[src/shared/dips_pkg.sv]
// Package for the display idle / general power-down sequencer: map, fields, types
package dips_pkg;

	// Register offsets on the plain register port
	localparam logic [7:0] REFRESH_INTERVAL_CTRL_OFS = 8'h00;
	localparam logic [7:0] POWER_MODE_CTRL_OFS       = 8'h01;
	localparam logic [7:0] PANEL_OUTPUT_CTRL_OFS     = 8'h02;
	localparam logic [7:0] PANEL_POWER_CTRL_OFS      = 8'h03;
	localparam logic [7:0] REFRESH_COUNT_CTRL_OFS    = 8'h04;
	localparam logic [7:0] VRETRACE_END_OFS          = 8'h05;
	localparam logic [7:0] PD_STATUS_OFS             = 8'h06;
	localparam logic [7:0] SWEEP_COUNT_OFS           = 8'h07;

	// Field positions
	localparam int GENERAL_MODE_BIT = 7;  // refresh_interval_ctrl
	localparam int INTERVAL_MSB     = 6;  // refresh_interval_ctrl[6:0]
	localparam int SUSPEND_SEL_BIT  = 7;  // power_mode_ctrl
	localparam int DIVIDE_EN_BIT    = 6;  // power_mode_ctrl
	localparam int PANEL_TRI_BIT    = 5;  // panel_output_ctrl
	localparam int PANEL_PWR_BIT    = 2;  // panel_power_ctrl
	localparam int REF_CNT_MSB      = 1;  // refresh_count_ctrl[1:0]
	localparam int VRE_REF5_BIT     = 6;  // vretrace_end

	// Reset values
	localparam logic [7:0] REG_RESET_VAL = 8'h00;

	// Timing counts
	localparam logic [1:0] ENTRY_EXIT_COUNT = 2'h2;  // retraces and refreshes to wait
	localparam logic [1:0] FRAME_PULSE_COUNT = 2'h2;
	localparam logic [2:0] SLOW_DIVIDE_LAST  = 3'h7;  // divide by eight
	localparam logic [2:0] MCLK_PER_CYCLE_LAST = 3'h5; // six memory clocks per cycle
	localparam logic [7:0] INTERVAL_OFFSET   = 8'h05;
	localparam int DOTS_PER_CHAR = 8;
	localparam int REFRESH_ROWS  = 512;

	// Sequencer states
	typedef enum logic [2:0] {ST_RUN, ST_ENTER, ST_PD, ST_EXIT, ST_FPW} dips_state_t;

	// Flat panel output control bundle
	typedef struct packed {
		logic oe;         // High while panel pins are driven
		logic force_low;  // Driven pins held low instead of normal data
		logic active;     // Normal panel control and data activity
	} dips_panel_t;

	// Host access gates
	typedef struct packed {
		logic reg_allow;
		logic mem_allow;
		logic pal_allow;  // Palette and mapping RAM
	} dips_access_t;

	// Refresh cycles per operation from the count field and the retrace-end bit
	function automatic logic [2:0] refresh_cycles(input logic [1:0] cnt, input logic five);
		if (five)
			return 3'h5;
		case (cnt)
			2'h0:    return 3'h1;
			2'h1:    return 3'h2;
			default: return 3'h3;
		endcase
	endfunction : refresh_cycles

endpackage : dips_pkg

[src/rtl/dips_refresh_pacer.sv]
// Refresh operation pacer for general power-down mode
`timescale 1ns/1ps
module dips_refresh_pacer #(
	parameter int DOTS_PER_CHAR = dips_pkg::DOTS_PER_CHAR
) (
	// Clock and reset
	input  wire logic       clk,
	input  wire logic       sys_rst,
	// Control
	input  wire logic       run,
	input  wire logic       tick,
	input  wire logic [6:0] interval,
	input  wire logic [2:0] burst_cycles,
	// Results
	output logic            refresh_strobe,
	output logic            refresh_window,
	output logic            busy
);
	logic [2:0] dot_q;
	logic [7:0] char_q;
	logic [2:0] slot_q;
	logic [2:0] left_q;
	logic       setup_q;
	logic [7:0] period_w;
	logic       op_start_w;

	assign period_w   = {1'b0, interval} + dips_pkg::INTERVAL_OFFSET;
	assign op_start_w = tick && dot_q == 3'h0 && char_q == 8'h00;
	assign busy       = setup_q || left_q != 3'h0;

	always_ff @(posedge clk) begin
		if (sys_rst || !run) begin
			dot_q  <= 3'h0;
			char_q <= 8'h00;
		end else if (tick) begin
			dot_q <= (dot_q == 3'(DOTS_PER_CHAR - 1)) ? 3'h0 : dot_q + 3'h1;
			if (dot_q == 3'(DOTS_PER_CHAR - 1))
				char_q <= (char_q >= period_w - 8'h01) ? 8'h00 : char_q + 8'h01;
		end
	end

	always_ff @(posedge clk) begin
		if (sys_rst || !run) begin
			setup_q        <= 1'b0;
			slot_q         <= 3'h0;
			left_q         <= 3'h0;
			refresh_strobe <= 1'b0;
		end else begin
			refresh_strobe <= 1'b0;
			if (op_start_w && !busy) begin
				setup_q <= 1'b1;
				slot_q  <= 3'h0;
				left_q  <= burst_cycles;
			end else if (tick && busy) begin
				slot_q <= (slot_q == dips_pkg::MCLK_PER_CYCLE_LAST) ? 3'h0 : slot_q + 3'h1;
				if (slot_q == dips_pkg::MCLK_PER_CYCLE_LAST) begin
					if (setup_q) begin
						setup_q        <= 1'b0;
						refresh_strobe <= left_q != 3'h0;
					end else begin
						left_q         <= left_q - 3'h1;
						refresh_strobe <= left_q > 3'h1;
					end
				end
			end
		end
	end

	// first half of the period refreshes
	always_ff @(posedge clk) begin
		if (sys_rst || !run)
			refresh_window <= 1'b0;
		else
			refresh_window <= char_q < (period_w >> 1);
	end
endmodule : dips_refresh_pacer

[src/rtl/dips_sequencer.sv]
// Display idle and general power-down sequencer with its registers
//
// Functional notes
// - General mode divides clocks only when enabled
// - Request fall: LCD enable off, DAC off
// - After two retraces/refreshes: divide, alternate refresh
// - Panel power bit drives power-off pin inverted
// - Untristated panel pins driven low before exit
// - Request rise restores full clock rate
// - Two refreshes/retraces later panel activity resumes
// - Two frame pulses later LCD enable active
// - Idle: registers yes, palette/mapping/memory no
// - Idle: refresh follows external refresh input
// - General: registers and memory yes, palette no
// - General: interval field paces refresh operations
// - Refresh sweep covers 512 rows
// - One, two, three or five cycles per operation
// - Six memory clocks per cycle, six setup
// - Operation period is char times interval+5
// - Half the period refreshes, rest serves host
// - Clock synthesizer keeps running in both modes
`timescale 1ns/1ps
module dips_sequencer (
	// Clock and reset
	input  wire logic                  clk,
	input  wire logic                  sys_rst,
	// Register port
	input  wire logic [7:0]            reg_addr,
	input  wire logic [7:0]            reg_wdata,
	input  wire logic                  reg_write,
	input  wire logic                  reg_read,
	output logic      [7:0]            reg_rdata,
	// Power manager and timing inputs
	input  wire logic                  powerdown_request_n,
	input  wire logic                  hretrace_pulse,
	input  wire logic                  disp_refresh_pulse,
	input  wire logic                  ext_refresh_pulse,
	input  wire logic                  frame_pulse,
	// Panel and analog controls
	output logic                       lcd_bias_enable_n,
	output logic                       dac_enable,
	output logic                       panel_power_off,
	output dips_pkg::dips_panel_t      panel_ctl,
	output logic                       synth_run,
	// Clock rate and refresh
	output logic                       mem_clk_en,
	output logic                       refresh_alt_src,
	output logic                       cbr_refresh,
	// Host access gates
	output dips_pkg::dips_access_t     host_access
);
	// Software-visible registers
	logic [7:0] interval_ctrl_q;
	logic [7:0] power_mode_q;
	logic [7:0] panel_out_q;
	logic [7:0] panel_pwr_q;
	logic [7:0] ref_count_q;
	logic [7:0] vre_q;

	// Request synchroniser and edges
	logic req_s1_q;
	logic req_s2_q;
	logic req_prev_q;
	logic fall_w;
	logic rise_w;

	// Sequencer state
	dips_pkg::dips_state_t st_q;
	dips_pkg::dips_state_t st_d;
	logic       gen_q;
	logic       div_q;
	logic [1:0] hr_cnt_q;
	logic [1:0] rf_cnt_q;
	logic [1:0] fp_cnt_q;
	logic       counts_done_w;

	// Clock divider and refresh
	logic [2:0] div_cnt_q;
	logic       slow_w;
	logic       pace_run_w;
	logic       pace_strobe;
	logic       pace_window;
	logic       pace_busy;
	logic [8:0] sweep_q;

	// two-flop synchroniser, edges from second stage
	always_ff @(posedge clk) begin
		if (sys_rst) begin
			req_s1_q   <= 1'b1;
			req_s2_q   <= 1'b1;
			req_prev_q <= 1'b1;
		end else begin
			req_s1_q   <= powerdown_request_n;
			req_s2_q   <= req_s1_q;
			req_prev_q <= req_s2_q;
		end
	end

	assign fall_w = req_prev_q && !req_s2_q;
	assign rise_w = !req_prev_q && req_s2_q;

	// Register writes; unmapped and read-only offsets ignore writes
	always_ff @(posedge clk) begin
		if (sys_rst) begin
			interval_ctrl_q <= dips_pkg::REG_RESET_VAL;
			power_mode_q    <= dips_pkg::REG_RESET_VAL;
			panel_out_q     <= dips_pkg::REG_RESET_VAL;
			panel_pwr_q     <= dips_pkg::REG_RESET_VAL;
			ref_count_q     <= dips_pkg::REG_RESET_VAL;
			vre_q           <= dips_pkg::REG_RESET_VAL;
		end else if (reg_write) begin
			case (reg_addr)
				dips_pkg::REFRESH_INTERVAL_CTRL_OFS: interval_ctrl_q <= reg_wdata;
				dips_pkg::POWER_MODE_CTRL_OFS:       power_mode_q    <= reg_wdata;
				dips_pkg::PANEL_OUTPUT_CTRL_OFS:     panel_out_q     <= reg_wdata;
				dips_pkg::PANEL_POWER_CTRL_OFS:      panel_pwr_q     <= reg_wdata;
				dips_pkg::REFRESH_COUNT_CTRL_OFS:    ref_count_q     <= reg_wdata;
				dips_pkg::VRETRACE_END_OFS:          vre_q           <= reg_wdata;
				default: ;
			endcase
		end
	end

	// Read data one cycle after the strobe, zero otherwise
	always_ff @(posedge clk) begin
		if (sys_rst || !reg_read) begin
			reg_rdata <= 8'h00;
		end else begin
			case (reg_addr)
				dips_pkg::REFRESH_INTERVAL_CTRL_OFS: reg_rdata <= interval_ctrl_q;
				dips_pkg::POWER_MODE_CTRL_OFS:       reg_rdata <= power_mode_q;
				dips_pkg::PANEL_OUTPUT_CTRL_OFS:     reg_rdata <= panel_out_q;
				dips_pkg::PANEL_POWER_CTRL_OFS:      reg_rdata <= panel_pwr_q;
				dips_pkg::REFRESH_COUNT_CTRL_OFS:    reg_rdata <= ref_count_q;
				dips_pkg::VRETRACE_END_OFS:          reg_rdata <= vre_q;
				dips_pkg::PD_STATUS_OFS:
					reg_rdata <= {req_s2_q, gen_q, div_q, 2'h0, st_q};
				dips_pkg::SWEEP_COUNT_OFS:           reg_rdata <= sweep_q[7:0];
				default:                             reg_rdata <= 8'h00;
			endcase
		end
	end

	// mode and divide choice latched at request fall
	always_ff @(posedge clk) begin
		if (sys_rst) begin
			gen_q <= 1'b0;
			div_q <= 1'b1;
		end else if (fall_w && (st_q == dips_pkg::ST_RUN || st_q == dips_pkg::ST_FPW
				|| st_q == dips_pkg::ST_EXIT)) begin
			// idle selected when mode bit clear
			gen_q <= interval_ctrl_q[dips_pkg::GENERAL_MODE_BIT];
			// general mode divides only on request
			div_q <= !interval_ctrl_q[dips_pkg::GENERAL_MODE_BIT]
				|| power_mode_q[dips_pkg::DIVIDE_EN_BIT];
		end
	end

	// Both counts saturate at two; the wait ends when both reach it
	assign counts_done_w = hr_cnt_q == dips_pkg::ENTRY_EXIT_COUNT
		&& rf_cnt_q == dips_pkg::ENTRY_EXIT_COUNT;

	// Next state of the sequencer
	always_comb begin
		st_d = st_q;
		case (st_q)
			dips_pkg::ST_RUN:   if (fall_w) st_d = dips_pkg::ST_ENTER;
			dips_pkg::ST_ENTER: begin
				if (rise_w)
					st_d = dips_pkg::ST_EXIT;
				else if (counts_done_w)
					st_d = dips_pkg::ST_PD;
			end
			// request rise ends the slowed period
			dips_pkg::ST_PD:    if (rise_w) st_d = dips_pkg::ST_EXIT;
			dips_pkg::ST_EXIT: begin
				if (fall_w)
					st_d = dips_pkg::ST_ENTER;
				// panel resumes after the same counts
				else if (counts_done_w)
					st_d = dips_pkg::ST_FPW;
			end
			dips_pkg::ST_FPW: begin
				if (fall_w)
					st_d = dips_pkg::ST_ENTER;
				else if (fp_cnt_q == dips_pkg::FRAME_PULSE_COUNT)
					st_d = dips_pkg::ST_RUN;
			end
			default:            st_d = dips_pkg::ST_RUN;
		endcase
	end

	always_ff @(posedge clk) begin
		if (sys_rst)
			st_q <= dips_pkg::ST_RUN;
		else
			st_q <= st_d;
	end

	// Retrace and refresh counters restart on every state change
	always_ff @(posedge clk) begin
		if (sys_rst || st_d != st_q) begin
			hr_cnt_q <= 2'h0;
			rf_cnt_q <= 2'h0;
			fp_cnt_q <= 2'h0;
		end else begin
			if (hretrace_pulse && hr_cnt_q != dips_pkg::ENTRY_EXIT_COUNT)
				hr_cnt_q <= hr_cnt_q + 2'h1;
			if (disp_refresh_pulse && rf_cnt_q != dips_pkg::ENTRY_EXIT_COUNT)
				rf_cnt_q <= rf_cnt_q + 2'h1;
			// Only pulses after activity is visible on the pins count
			if (frame_pulse && st_q == dips_pkg::ST_FPW && panel_ctl.active
					&& fp_cnt_q != dips_pkg::FRAME_PULSE_COUNT)
				fp_cnt_q <= fp_cnt_q + 2'h1;
		end
	end

	// enable and DAC drop as entry begins
	always_ff @(posedge clk) begin
		if (sys_rst) begin
			lcd_bias_enable_n <= 1'b0;
			dac_enable        <= 1'b1;
		end else begin
			lcd_bias_enable_n <= st_d != dips_pkg::ST_RUN;
			dac_enable        <= st_d == dips_pkg::ST_RUN;
		end
	end

	// panel power pin inverted from its bit
	always_ff @(posedge clk) begin
		if (sys_rst)
			panel_power_off <= 1'b1;
		else
			panel_power_off <= !panel_pwr_q[dips_pkg::PANEL_PWR_BIT];
	end

	// tristate bit releases the panel pins
	// driven pins stay low until activity resumes
	always_ff @(posedge clk) begin
		if (sys_rst) begin
			panel_ctl <= '0;
		end else begin
			panel_ctl.oe        <= !panel_out_q[dips_pkg::PANEL_TRI_BIT];
			panel_ctl.active    <= st_q == dips_pkg::ST_FPW || st_q == dips_pkg::ST_RUN;
			panel_ctl.force_low <= !(st_q == dips_pkg::ST_FPW || st_q == dips_pkg::ST_RUN);
		end
	end

	// synthesizer never stopped by these modes
	always_ff @(posedge clk) begin
		if (sys_rst)
			synth_run <= 1'b1;
		else
			synth_run <= 1'b1;
	end

	// Slow clocks only in the settled power-down state
	assign slow_w = st_q == dips_pkg::ST_PD && div_q;

	// one enable in eight while slowed
	always_ff @(posedge clk) begin
		if (sys_rst) begin
			div_cnt_q  <= 3'h0;
			mem_clk_en <= 1'b1;
		end else begin
			div_cnt_q  <= div_cnt_q + 3'h1;
			mem_clk_en <= !slow_w || div_cnt_q == dips_pkg::SLOW_DIVIDE_LAST;
		end
	end

	assign pace_run_w = st_q == dips_pkg::ST_PD && gen_q;

	dips_refresh_pacer #(
		.DOTS_PER_CHAR (dips_pkg::DOTS_PER_CHAR)
	) u_pacer (
		.clk            (clk),
		.sys_rst        (sys_rst),
		.run            (pace_run_w),
		.tick           (mem_clk_en),
		.interval       (interval_ctrl_q[dips_pkg::INTERVAL_MSB:0]),
		.burst_cycles   (dips_pkg::refresh_cycles(ref_count_q[dips_pkg::REF_CNT_MSB:0],
			vre_q[dips_pkg::VRE_REF5_BIT])),
		.refresh_strobe (pace_strobe),
		.refresh_window (pace_window),
		.busy           (pace_busy)
	);

	// idle refresh follows the external input
	always_ff @(posedge clk) begin
		if (sys_rst) begin
			refresh_alt_src <= 1'b0;
			cbr_refresh     <= 1'b0;
		end else begin
			refresh_alt_src <= st_q == dips_pkg::ST_PD;
			cbr_refresh     <= st_q == dips_pkg::ST_PD
				&& (gen_q ? pace_strobe : ext_refresh_pulse);
		end
	end

	// row counter wraps after a full sweep
	always_ff @(posedge clk) begin
		if (sys_rst)
			sweep_q <= 9'h000;
		else if (cbr_refresh)
			sweep_q <= (sweep_q == 9'(dips_pkg::REFRESH_ROWS - 1)) ? 9'h000 : sweep_q + 9'h001;
	end

	// idle blocks memory, palette and mapping RAM
	// general blocks palette, memory only between refreshes
	assign host_access.reg_allow = 1'b1;
	assign host_access.pal_allow = st_q == dips_pkg::ST_RUN;
	assign host_access.mem_allow = st_q == dips_pkg::ST_RUN
		|| (gen_q && !pace_window && !pace_busy);
endmodule : dips_sequencer

[config.mk]
export PLATFORM = sky130hd
export DESIGN_NAME = dips_sequencer
export DESIGN_NICKNAME = d
export VERILOG_FILES = /design/src/shared/dips_pkg.sv /design/src/rtl/dips_refresh_pacer.sv /design/src/rtl/dips_sequencer.sv
export SDC_FILE = /design/constraint.sdc
export NUM_CORES = 1
export LEC_CHECK = 0
export ABC_AREA = 1
export BUFFER_PORTS_ARGS = -buffer_cell sky130_fd_sc_hd__buf_2
export CORE_ASPECT_RATIO = 1.1
export CORE_UTILIZATION = 40
export DETAILED_ROUTE_END_ITERATION = 6
export PLACE_DENSITY_LB_ADDON = 0.15
export RECOVER_POWER = 50
export SETUP_SLACK_MARGIN = 0.3
export SLEW_MARGIN = 20
export SYNTH_ARGS = -nofsm -noshare
export SYNTH_HDL_FRONTEND = slang
export SYNTH_HIERARCHICAL = 1
export SYNTH_SLANG_ARGS = --single-unit
[constraint.sdc]
create_clock -name clk -period 3.31 [get_ports clk]
set_input_delay 0 -clock clk [delete_from_list [all_inputs] [get_ports clk]]
set_output_delay 0 -clock clk [all_outputs]
set_load 0.05 [all_outputs]
### Word-level counts from Yosys, hierarchy flattened

Index checks and enable logic that the tools add are counted.

* latch bits: 0
* input port bits: 25
* memories kept: 0
* bits in writable memories: 0
* bits in read-only memories: 0
* register bits: 111
* output and inout bits: 21
* word-level logic and storage cells: 160

* eq/ne operators: 24
* bitwise gates (word level): 2
* shift-type cells: 0
* reduce and logical (&&, ||, !) cells: 59
* divide/modulo/power cells: 0
* multipliers: 0
* add/sub/neg operators: 11
* multiplexer cells: 27
* order comparisons: 3

Operators by type and width (number)
* $pmux W8 S8: 1
* $mux W3: 16
* $eq A8 B3 Y1 const B: 4
* $logic_and A1 B1 Y1: 18
* $eq A8 B2 Y1 const B: 2
* $logic_not A8 Y1: 2
* $reduce_and A2 Y1: 8
* $pmux W3 S5: 1
* $eq A3 B3 Y1 const B: 4
* $logic_not A1 Y1: 11
* $add A3 B1 Y3 const B: 3
* $add A9 B1 Y9 const B: 1
* $eq A9 B9 Y1 const B: 1
* $logic_not A3 Y1: 3
* $logic_or A1 B1 Y1: 9
* $mux W9: 1
* $add A7 B3 Y8 const B: 1
* $add A8 B1 Y8 const B: 1
* $eq A8 B1 Y1 const B: 1
* $ge A8 B8 Y1: 1
* $lt A8 B7 Y1: 1
* $mux W8: 1
* $ne A2 B2 Y1 const B: 4
* $sub A8 B1 Y8 const B: 1
* other kinds (17): 30

### Depth between registers and ports, before layout

Gate-level depths: netlist of the first run.

* depth after elaboration: 7
* gate-level depth with buffers: 19
* depth with buffers taken out: 19

### Hierarchy

Netlist of the first run, hierarchy kept.

Modules (own cells, without submodules)
* dips_sequencer: cells each 557, area an instance 4107.7 µm², instances 1, sequential area each 1821.7 µm²
* dips_refresh_pacer: cells each 246, area an instance 1659.1 µm², instances 1, sequential area each 400.4 µm²

### Least setup slack after synthesis of the first run

OpenSTA, ideal clock, no wires.

* path type: register to register
* from: register interval_ctrl_q[0]
* to: register u_pacer.char_q[0]
* clock period less this slack: 2321 ps
* setup time: 120 ps
* cell stages (with the launch flop): 16
* setup slack: 989 ps
* data required time: 3190 ps
* arrival time: 2201 ps
* path buffers: 0
* path through: dfxtp_1 > ha_1 > nand3b_1 > nor2_1 > and2_1 > nand3_1 > nand2_1 > nand2_1 > ha_1 > nand2_1 > nor2_1 > nand4_1 > nand3_1 > nand2_1 > nand2_1 > nor2_1

* cells in the longest elaborated chain, start to end: 4

RTL lines
* start: declaration: RTL line dips_sequencer.sv:53 `logic [7:0] interval_ctrl_q;`
* start signal: assignment: RTL line dips_sequencer.sv:105 `interval_ctrl_q <= dips_pkg::REG_RESET_VAL;`
* start signal: assignment: RTL line dips_sequencer.sv:113 `dips_pkg::REFRESH_INTERVAL_CTRL_OFS: interval_ctrl_q <= reg_wdata;`
* $add A7 B3 Y8: RTL line dips_refresh_pacer.sv:27 `assign period_w = {1'b0, interval} + dips_pkg::INTERVAL_OFFSET;`
* $sub A8 B1 Y8: RTL line dips_refresh_pacer.sv:38 `char_q <= (char_q >= period_w - 8'h01) ? 8'h00 : char_q + 8'h01;`
* $ge A8 B8 Y1: RTL line dips_refresh_pacer.sv:38
* $mux W8: RTL line dips_refresh_pacer.sv:38
* end signal: assignment: RTL line dips_refresh_pacer.sv:38
* end: declaration: RTL line dips_refresh_pacer.sv:20 `logic [7:0] char_q;`

Every way passes these cells.
A chain may end at the register's enable or synchronous reset.

### Final worst setup path of the first run

* from: register interval_ctrl_q[0]
* to: register u_pacer.char_q[4]

The elaborated chain is that of the path after synthesis.

==> impl_table.tex, run 1 <==
\begin{tabular}{lr}
\hline
Metric & Value \\
\hline
\multicolumn{2}{l}{\textbf{GRT}} \\
Vias in the first global route & 4,812 \\
Number of antenna violations at the first check in global routing & 0 \\
Pin count of the biggest net entering global routing & 32 \\
Wire length of the first global-routing pass & 22.6 mm \\
Overflow left after global routing & 0 \\
Gr usage total & 19.7\% \\
\multicolumn{2}{l}{\textbf{Timing}} \\
Setup TNS & 0 ns \\
Share of the clock period used by the worst path after layout & 77.8\% \\
Final hold violation count & 0 \\
Shortest period the worst path allows & 2.58 ns \\
Hold WS & 0.0123 ns \\
Transition time at the pin with the least slew margin & 1.07 ns \\
Setup repair after global routing missed its margin & no \\
Achievable Freq & 388 MHz \\
Final number of max-transition violations & 0 \\
Final Setup Violations & 0 \\
Worst clock skew & 0.00677 ns \\
Normalized max-slew margin & 28.6\% \\
\multicolumn{2}{l}{\textbf{Routing}} \\
Via count of the routed design & 5,084 \\
Final Routed Wirelength & 13.6 mm \\
DRC viols & 0 \\
Final ANT Viol Nets & 0 \\
Detailed Routing Iterations Pass 1 & 5 \\
Detailed-route vias per instance & 4.88 \\
Wire length per cell after detailed routing & 13.1 um \\
Violation count after the first detailed-routing iteration & 249 \\
\multicolumn{2}{l}{\textbf{Critical path}} \\
Worst-path cell with the longest stage delay & sky130\_fd\_sc\_hd\_\_dfxtp\_1 \\
Critical path start-end classification & register to register \\
Crit Path Max Fanout & 8 \\
Critical path buffers and inverters & 1 \\
Nature of the critical path endpoint & register \\
Worst Path Required & 3.56 ns \\
Family with the most delay on the worst path & simple AND/OR/NAND/NOR gates \\
Startpoint kind of the worst setup timing path & register \\
Cells along the critical path & ha\_1 > inv\_1 > nand2\_1 > nand2\_1 > nand3b\_1 > nor2\_1 > and2\_1 > nand3\_1 > nand2\_1 > nand2\_1 > ha\_1 > nand2\_1 > nor2\_1 > nand4\_1 > nand3\_1 > nand2\_1 > nand2\_2 > nor2\_1 \\
Crit path largest cell delay & 0.40 ns \\
Most numerous cell on the critical path & sky130\_fd\_sc\_hd\_\_nand2\_1 \\
Worst endpoint data arrival time & 2.82 ns \\
\multicolumn{2}{l}{\textbf{CTS}} \\
Cell at the root of the clock tree & sky130\_fd\_sc\_hd\_\_clkbuf\_16 \\
Clock latency on the worst-skew pair & 0.35 ns \\
Number of buffers inserted during clock tree synthesis & 9 \\
Post-CTS Repair Setup Buffers & 0 \\
CTS clock-pin slew for the worst setup and hold paths & 0.08 ns \\
Sink count of the clock tree & 111 \\
Number of H-tree levels & 3 \\
Bufs on Longest Clock Path & 2 \\
CTS tree & built \\
\multicolumn{2}{l}{\textbf{Cells and area}} \\
Antenna diodes & 0 \\
Area occupied by registers & 0.00222 mm\^{}2 \\
Share of layout cells above drive strength 1 & 9.85\% \\
Area growth from synthesis to layout & 12.4\% \\
Final \#Nets & 902 \\
Multi-input gate area in the final layout & 0.00303 mm\^{}2 \\
Filler Cells Inserted & 1,484 \\
\multicolumn{2}{l}{\textbf{Yosys}} \\
Cell area after technology mapping & 0.00577 mm\^{}2 \\
Cells after synthesis & 803 \\
Syn\_area\_per\_cell & 7.18 um\^{}2 \\
Number of storage elements in the synthesis netlist & 111 \\
Share of synthesized registers carrying an async set or reset & 0\% \\
Area fraction of the dominant cell type after synthesis & 38.5\% \\
Synth Warn \# & 6 \\
Cell type with the largest total area after synthesis & sky130\_fd\_sc\_hd\_\_dfxtp\_1 \\
Number of synthesized flops with an enable pin & 0 \\
Unique masters post-synth & 40 \\
Largest cells by area after synthesis & sky130\_fd\_sc\_hd\_\_dfxtp\_1, sky130\_fd\_sc\_hd\_\_nor2\_1, sky130\_fd\_sc\_hd\_\_nand2\_1 \\
Sequential cell area fraction in the yosys report & 38.5\% \\
Commonest register cell after synthesis & sky130\_fd\_sc\_hd\_\_dfxtp\_1 \\
\multicolumn{2}{l}{\textbf{Die}} \\
Chip height & 128 um \\
Boundary pin count & 46 \\
Die outline area & 0.0149 mm\^{}2 \\
Cell Rows & 45 \\
Initial core utilization & 41.3\% \\
Area of the core region & 0.0140 mm\^{}2 \\
Die Wd & 116 um \\
\multicolumn{2}{l}{\textbf{Power}} \\
Leakage power & 2.71 nW \\
Highest ir drop seen on vdd & 0.000307 V \\
Cell-internal power & 2.06 mW \\
Fraction of power spent switching nets & 23.0\% \\
Clock group share of total power & 43.7\% \\
Sequential power share & 50.7\% \\
Comb pwr share & 5.6\% \\
Reported net switching power & 0.614 mW \\
Power per cell area & 412 mW/mm\^{}2 \\
\multicolumn{2}{l}{\textbf{Run status}} \\
Outcome & finished, final reports clean \\
\multicolumn{2}{l}{\textbf{Placement}} \\
Placer Congestion & 0.859 \\
Number of port buffers & 43 \\
Sum of net half-perimeters after detailed placement & 10.1 mm \\
\multicolumn{2}{l}{\textbf{Min path}} \\
Type of the tightest min-delay check & primary input to register \\
\multicolumn{2}{l}{\textbf{Job}} \\
Max-cap violation count & 0 \\
\hline
\end{tabular}
## cell families after synthesis
logic type      synth area share (%)
simple gates                    31.7
compound gates                  12.4
buf+inv                         8.90
flops                           38.5
fa+ha+maj                       6.08
xor+xnor                        2.28
other cells                   0.0650
## stage by stage
stage          utilization, %  worst slack, ns  power (mW)  area (um^2)  std cells
2_1_floorplan               -            0.989        1.48         5770        804
6_report                 46.4            0.733        2.67         6480       1041
3_5_place_dp             43.8            0.636        1.53         6120       1018
3_3_place_gp             43.8            0.763        1.53         6120       1018
5_1_grt                  46.4            0.334        2.79         6480       1041
4_1_cts                  46.7            0.603        2.72         6520       1041
## power by group through the flow
| stage | clock, mW | combinational [mW] | sequential (mW) |
|---|---|---|---|
| 5_1_grt | 1.27 | 0.165 | 1.36 |
| 4_1_cts | 1.21 | 0.152 | 1.36 |
| 2_1_floorplan | 0 | 0.0898 | 1.39 |
| 3_5_place_dp | 0 | 0.144 | 1.39 |
| 6_report | 1.17 | 0.149 | 1.36 |
| 3_3_place_gp | 0 | 0.142 | 1.39 |
## worst reg2reg max path, cell delays in order (launching register included)
cell and delay, ns:
sky130_fd_sc_hd__dfxtp_1 0.40, sky130_fd_sc_hd__ha_1 0.27, sky130_fd_sc_hd__inv_1 0.08, sky130_fd_sc_hd__nand2_1 0.05, sky130_fd_sc_hd__nand2_1 0.11, sky130_fd_sc_hd__nand3b_1 0.12, sky130_fd_sc_hd__nor2_1 0.10, sky130_fd_sc_hd__and2_1 0.18
sky130_fd_sc_hd__nand3_1 0.08, sky130_fd_sc_hd__nand2_1 0.06, sky130_fd_sc_hd__nand2_1 0.05, sky130_fd_sc_hd__ha_1 0.29, sky130_fd_sc_hd__nand2_1 0.07, sky130_fd_sc_hd__nor2_1 0.14, sky130_fd_sc_hd__nand4_1 0.10, sky130_fd_sc_hd__nand3_1 0.09
sky130_fd_sc_hd__nand2_1 0.06, sky130_fd_sc_hd__nand2_2 0.14, sky130_fd_sc_hd__nor2_1 0.06
## metal layers
layer,track usage [%],part of all wire [%],vias to the layer above
li1,-,-,2687
met1,24.6,47,2270
met2,32.8,46,107
met3,4.11,3.4,20
met4,7.77,2.9,0
met5,0,0,-
## flip-flops by register name, indices dropped and copies added, names as in the netlist, 3 cells and up
register and cells:
sweep_q 9, interval_ctrl_q 8, panel_out_q 8, panel_pwr_q 8, power_mode_q 8, ref_count_q 8
reg_rdata 8, u_pacer/char_q 8, vre_q 8, div_cnt_q 3, panel_ctl 3, st_q 3
u_pacer/dot_q 3, u_pacer/left_q 3, u_pacer/slot_q 3
## worst paths after layout
path                                    from                        endpoint  slack, ns  depth (start not counted)
min reg2reg      panel_pwr_q[2]$_SDFFE_PP0P_      panel_power_off$_SDFF_PP1_       0.41                          1
max          interval_ctrl_q[0]$_SDFFE_PP0P_  u_pacer/char_q[4]$_SDFFE_PP0P_       0.73                         18
min                             reg_wdata[5]     panel_pwr_q[5]$_SDFFE_PP0P_       0.01                          3
max reg2reg  interval_ctrl_q[0]$_SDFFE_PP0P_  u_pacer/char_q[4]$_SDFFE_PP0P_       0.73                         18
## timing repair
action                                  CTS  global route
endpoints found under the setup margin    0             8
gates resized for setup                   0             2
hold buffers                              8             0
endpoints found under the hold margin    11             0
## final cells by class
class                           instances  share of cell area [%]
Clock buffer                            9                    3.47
Timing Repair Buffer                   52                    4.26
Sequential cell                       111                    34.3
Clock inverter                          6                    1.43
Multi-Input combinational cell        568                    46.7
Tap cell                              188                    3.63
Inverter                              107                    6.19
## synth_stat cells (all sizes together) (8+ instances only)
cell	instances
nor2	153
nand2	126
dfxtp	111
inv	107
o21ai	75
nand3	73
a21oi	55
ha	28
nand4	13
xor2	12
buf	10
clkbuf	8
nor3	8
## layout by cell type, fill, tap and decap left out, types with 3 or more instances in the layout
| cell type | count |
|---|---|
| sky130_fd_sc_hd__dlygate4sd3_1 | 8 |
| sky130_fd_sc_hd__nor2_4 | 7 |
| sky130_fd_sc_hd__clkbuf_1 | 19 |
| sky130_fd_sc_hd__buf_2 | 25 |
| sky130_fd_sc_hd__inv_1 | 99 |
| sky130_fd_sc_hd__o21ai_0 | 74 |
| sky130_fd_sc_hd__xor2_1 | 11 |
| sky130_fd_sc_hd__inv_2 | 8 |
| sky130_fd_sc_hd__nor2_2 | 4 |
| sky130_fd_sc_hd__nand3b_1 | 3 |
| sky130_fd_sc_hd__nand3_1 | 61 |
| sky130_fd_sc_hd__nand2_2 | 3 |
| sky130_fd_sc_hd__nand2_1 | 121 |
| sky130_fd_sc_hd__xnor2_1 | 3 |
| sky130_fd_sc_hd__clkbuf_16 | 9 |
| sky130_fd_sc_hd__nand3_2 | 10 |
| sky130_fd_sc_hd__nor3_1 | 7 |
| sky130_fd_sc_hd__a21oi_1 | 55 |
| sky130_fd_sc_hd__ha_1 | 28 |
| sky130_fd_sc_hd__nor2_1 | 140 |
| sky130_fd_sc_hd__dfxtp_1 | 111 |
| sky130_fd_sc_hd__nand4_1 | 13 |
Power figures use the tool's default switching activity.
==> run 2: changes to the inputs <==
Settings changed: ABC_AREA 1 to 0.
Clock period 3.31 ns to 2.4 ns, I/O delays scaled along.
==> run 2 against run 1 <==
Effect of this change: the flow now finishes with violations (negative setup slack); final cell count fell by 17%; cell area grew 0.62%; sequential share of layout area shrank 0.057 points; synthesized cell count down 24%; count of clock-buffer cells in the layout grew 2; wire length shrank 5.3%; clock power up 30%.
==> impl_table.tex, run 2 <==
\begin{tabular}{lr}
\hline
Metric & Value \\
\hline
\multicolumn{2}{l}{\textbf{Run status}} \\
Outcome & complete, but fails checks \\
Failing checks & negative setup slack \\
\multicolumn{2}{l}{\textbf{Yosys}} \\
Largest cells by area after synthesis & sky130\_fd\_sc\_hd\_\_dfxtp\_1, sky130\_fd\_sc\_hd\_\_mux2i\_1, sky130\_fd\_sc\_hd\_\_nor2\_1 \\
Number of synthesized flops with an enable pin & 0 (unchanged) \\
Most numerous cell in the Yosys netlist & sky130\_fd\_sc\_hd\_\_nor2\_1 \\
Share of synthesized registers carrying an async set or reset & 0\% (unchanged) \\
Commonest register cell after synthesis & sky130\_fd\_sc\_hd\_\_dfxtp\_1 \\
Cells after synthesis & 611 (-24\%) \\
Top cells by count, synth & sky130\_fd\_sc\_hd\_\_nor2\_1, sky130\_fd\_sc\_hd\_\_dfxtp\_1, sky130\_fd\_sc\_hd\_\_mux2i\_1 \\
Synth Warn \# & 6 (unchanged) \\
Cell area after technology mapping & 0.00554 mm\^{}2 (-4.0\%) \\
Number of storage elements in the synthesis netlist & 111 (unchanged) \\
Sequential cell area fraction in the yosys report & 40.1\% (+1.6 points) \\
Cell type with the largest total area after synthesis & sky130\_fd\_sc\_hd\_\_dfxtp\_1 \\
Unique masters post-synth & 60 (+50\%) \\
Area fraction of the dominant cell type after synthesis & 40.1\% (+1.6 points) \\
Syn\_area\_per\_cell & 9.06 um\^{}2 (+26\%) \\
\multicolumn{2}{l}{\textbf{Critical path}} \\
Family with the most delay on the worst path & compound AO/OA/AOI/OAI gates \\
Most numerous cell on the critical path & sky130\_fd\_sc\_hd\_\_a21o\_1 \\
Cells along the critical path & ha\_4 > o21ai\_4 > xor2\_2 > nand3\_2 > xnor2\_2 > ha\_1 > a21o\_1 > a21o\_1 > a21oi\_2 > o31a\_1 > buf\_4 > o21bai\_4 > nor2\_1 \\
Worst Path Required & 2.69 ns (-0.87 ns) \\
Critical path buffers and inverters & 1 (unchanged) \\
Startpoint kind of the worst setup timing path & register \\
Crit path largest cell delay & 0.37 ns (-0.03 ns) \\
Critical path start-end classification & register to register \\
Nature of the critical path endpoint & register \\
Worst endpoint data arrival time & 2.89 ns (+0.07 ns) \\
Crit Path Max Fanout & 5 (-3) \\
Worst-path cell with the longest stage delay & sky130\_fd\_sc\_hd\_\_dfxtp\_4 \\
\multicolumn{2}{l}{\textbf{Cells and area}} \\
Area occupied by registers & 0.00223 mm\^{}2 (+0.45\%) \\
Area growth from synthesis to layout & 17.8\% \\
Share of the core filled with cells in the final layout & 48.8\% (+2.3 points) \\
Max FFs per register & 9 (unchanged) \\
Most common cell after layout, fill and taps aside & sky130\_fd\_sc\_hd\_\_nor2\_1 \\
Multi-input gate area in the final layout & 0.00322 mm\^{}2 (+6.4\%) \\
Highest-count cells in the layout ignoring fill and taps & sky130\_fd\_sc\_hd\_\_nor2\_1, sky130\_fd\_sc\_hd\_\_dfxtp\_1, sky130\_fd\_sc\_hd\_\_mux2i\_1 \\
Filler Cells Inserted & 1,272 (-14\%) \\
Antenna diodes & 0 (unchanged) \\
Final \#Nets & 725 (-20\%) \\
Share of layout cells above drive strength 1 & 16.0\% (+6.1 points) \\
Reg with most FFs & sweep\_q \\
\multicolumn{2}{l}{\textbf{Timing}} \\
Final hold violation count & 0 (unchanged) \\
Setup TNS & -1.49 ns (-1.49 ns) \\
Share of the clock period used by the worst path after layout & 109\% (+31 points) \\
Final Setup Violations & 8 (+8) \\
Worst Setup Slack, final & -0.208 ns (-0.942 ns) \\
Setup repair after global routing missed its margin & yes \\
Worst clock skew & 0.00903 ns (+0.00225 ns) \\
Normalized max-slew margin & 30.0\% (+1.4 points) \\
Achievable Freq & 383 MHz (-1.2\%) \\
Shortest period the worst path allows & 2.61 ns (+0.0315 ns) \\
Final number of max-transition violations & 0 (unchanged) \\
Transition time at the pin with the least slew margin & 1.05 ns (-0.0206 ns) \\
\multicolumn{2}{l}{\textbf{GRT}} \\
Wire length of the first global-routing pass & 21.5 mm (-5.0\%) \\
Number of antenna violations at the first check in global routing & 0 (unchanged) \\
Gr usage total & 19.1\% (-0.55 points) \\
Pin count of the biggest net entering global routing & 53 (+66\%) \\
Overflow left after global routing & 0 (unchanged) \\
Vias in the first global route & 4,270 (-11\%) \\
\multicolumn{2}{l}{\textbf{Routing}} \\
Detailed Routing Iterations Pass 1 & 5 (unchanged) \\
Violation count after the first detailed-routing iteration & 306 (+23\%) \\
DRC viols & 0 (unchanged) \\
Detailed-route vias per instance & 5.10 (+4.5\%) \\
Wire length per cell after detailed routing & 15.0 um (+15\%) \\
Final ANT Viol Nets & 0 (unchanged) \\
Via count of the routed design & 4,395 (-14\%) \\
Final Routed Wirelength & 12.9 mm (-5.3\%) \\
\multicolumn{2}{l}{\textbf{Power}} \\
Highest ir drop seen on vdd & 0.000415 V (+35\%) \\
Cell-internal power & 2.76 mW (+34\%) \\
Leakage power & 2.47 nW (-8.6\%) \\
Clock group share of total power & 42.0\% (-1.7 points) \\
Power per cell area & 555 mW/mm\^{}2 (+35\%) \\
Sequential power share & 51.7\% (+1.0 points) \\
Reported net switching power & 0.862 mW (+41\%) \\
Comb pwr share & 6.3\% (+0.7 points) \\
Fraction of power spent switching nets & 23.8\% (+0.84 points) \\
\multicolumn{2}{l}{\textbf{Die}} \\
Chip height & 125 um (-2.0\%) \\
Boundary pin count & 46 (unchanged) \\
Cell Rows & 44 (-2.2\%) \\
Initial core utilization & 41.4\% (+0.096 points) \\
Area of the core region & 0.0134 mm\^{}2 (-4.2\%) \\
Die outline area & 0.0143 mm\^{}2 (-3.9\%) \\
Die Wd & 114 um (-2.0\%) \\
\multicolumn{2}{l}{\textbf{CTS}} \\
Number of H-tree levels & 3 (unchanged) \\
Sink count of the clock tree & 111 (unchanged) \\
CTS clock-pin slew for the worst setup and hold paths & 0.08 ns (about the same) \\
Number of buffers inserted during clock tree synthesis & 9 (unchanged) \\
Cell at the root of the clock tree & sky130\_fd\_sc\_hd\_\_clkbuf\_16 \\
Bufs on Longest Clock Path & 2 (unchanged) \\
Clock latency on the worst-skew pair & 0.35 ns (about the same) \\
CTS tree & built \\
\multicolumn{2}{l}{\textbf{Placement}} \\
Number of port buffers & 43 (unchanged) \\
Placer Congestion & 0.803 (-6.5\%) \\
Sum of net half-perimeters after detailed placement & 9.23 mm (-8.7\%) \\
\multicolumn{2}{l}{\textbf{Min path}} \\
Type of the tightest min-delay check & primary input to register \\
\multicolumn{2}{l}{\textbf{Job}} \\
Max-cap violation count & 0 (unchanged) \\
\hline
\end{tabular}
## run 2: cell count changes after synthesis, moves of 10 or more
cell,change
sky130_fd_sc_hd__nand3_2,-10
sky130_fd_sc_hd__a21oi_1,-31
sky130_fd_sc_hd__nor2b_1,+17
sky130_fd_sc_hd__inv_1,-86
sky130_fd_sc_hd__nor2_1,-27
sky130_fd_sc_hd__clkbuf_1,+10
sky130_fd_sc_hd__mux2i_1,+67
sky130_fd_sc_hd__nand3_1,-44
sky130_fd_sc_hd__o21ai_0,-55
sky130_fd_sc_hd__nand2_1,-90
## run 2: final cells by class
| class | count | area share, % |
|---|---|---|
| multi-input combinational | 457 | 49.4 |
| inverter | 12 | 0.690 |
| clock inverter | 5 | 0.997 |
| tap | 184 | 3.53 |
| clock buffer | 11 | 3.57 |
| timing repair buffer | 81 | 7.59 |
| sequential | 111 | 34.2 |
## run 2: path summary, 6_finish.rpt
kind / from / end / slack (ns) / depth (start not counted)
worst min-delay path: reg_wdata[1] / panel_out_q[1]$_SDFFE_PP0P_ / 0.01 / 3
worst max-delay path: interval_ctrl_q[0]$_SDFFE_PP0P_ / u_pacer/char_q[3]$_SDFFE_PP0P_ / -0.21 / 13
worst min register to register: panel_pwr_q[2]$_SDFFE_PP0P_ / panel_power_off$_SDFF_PP1_ / 0.41 / 1
worst max register to register: interval_ctrl_q[0]$_SDFFE_PP0P_ / u_pacer/char_q[3]$_SDFFE_PP0P_ / -0.21 / 13
## run 2: worst min-delay path, delay by kind of cell
family	cells	cell delay, ns
simple gates	1	0.07
buf+inv	1	0.16
mux	1	0.09
## run 2: per-stage QoR
step / setup slack [ns] / power [mW] / instances / hold WS, ns / area, um^2
final: -0.208 / 3.62 / 861 / 0.0110 / 6520
after floorplan: 0.00395 / 2.07 / 612 / 0.104 / 5570
after global placement: -0.0814 / 2.14 / 835 / 0.184 / 6090
after detailed placement: -0.216 / 2.14 / 835 / 0.187 / 6090
after global routing: -0.336 / 3.77 / 861 / 0.0138 / 6520
after CTS: -0.0743 / 3.67 / 859 / 0.00527 / 6490
## run 2: cell families after synthesis
logic type,after synthesis,share of synthesized area [%]
AO/OA/AOI/OAI,82,9.44
XOR/XNOR,27,4.41
adder cells (fa/ha/maj),31,6.94
buffers and inverters,44,3.41
flip-flops,111,40.1
multiplexers,76,14.6
other,1,0.0677
AND/OR/NAND/NOR,239,21.1
## run 2: what timing repair did
item,4_1_cts,5_1_grt
hold buffers,6,0
buffers inserted,2,2
endpoints found under the setup margin,9,10
pin swaps,5,6
gates resized for setup,5,9
hold endpoints to repair,22,0
## run 2: routing by layer
| metal | track usage, % | share of wire [%] | vias up |
|---|---|---|---|
| met4 | 6.49 | 1.9 | 0 |
| met5 | 0 | 0 | - |
| met2 | 32.0 | 49 | 76 |
| met3 | 3.49 | 3.8 | 18 |
| met1 | 24.6 | 45 | 2066 |
| li1 | - | - | 2235 |
## run 2: power by group through the flow
stage	Sequential [mW]	Combinational (mW)	Clock [mW]
6_report	1.87	0.227	1.52
5_1_grt	1.88	0.252	1.64
4_1_cts	1.88	0.231	1.57
3_5_place_dp	1.92	0.223	0
3_3_place_gp	1.92	0.219	0
2_1_floorplan	1.93	0.136	0
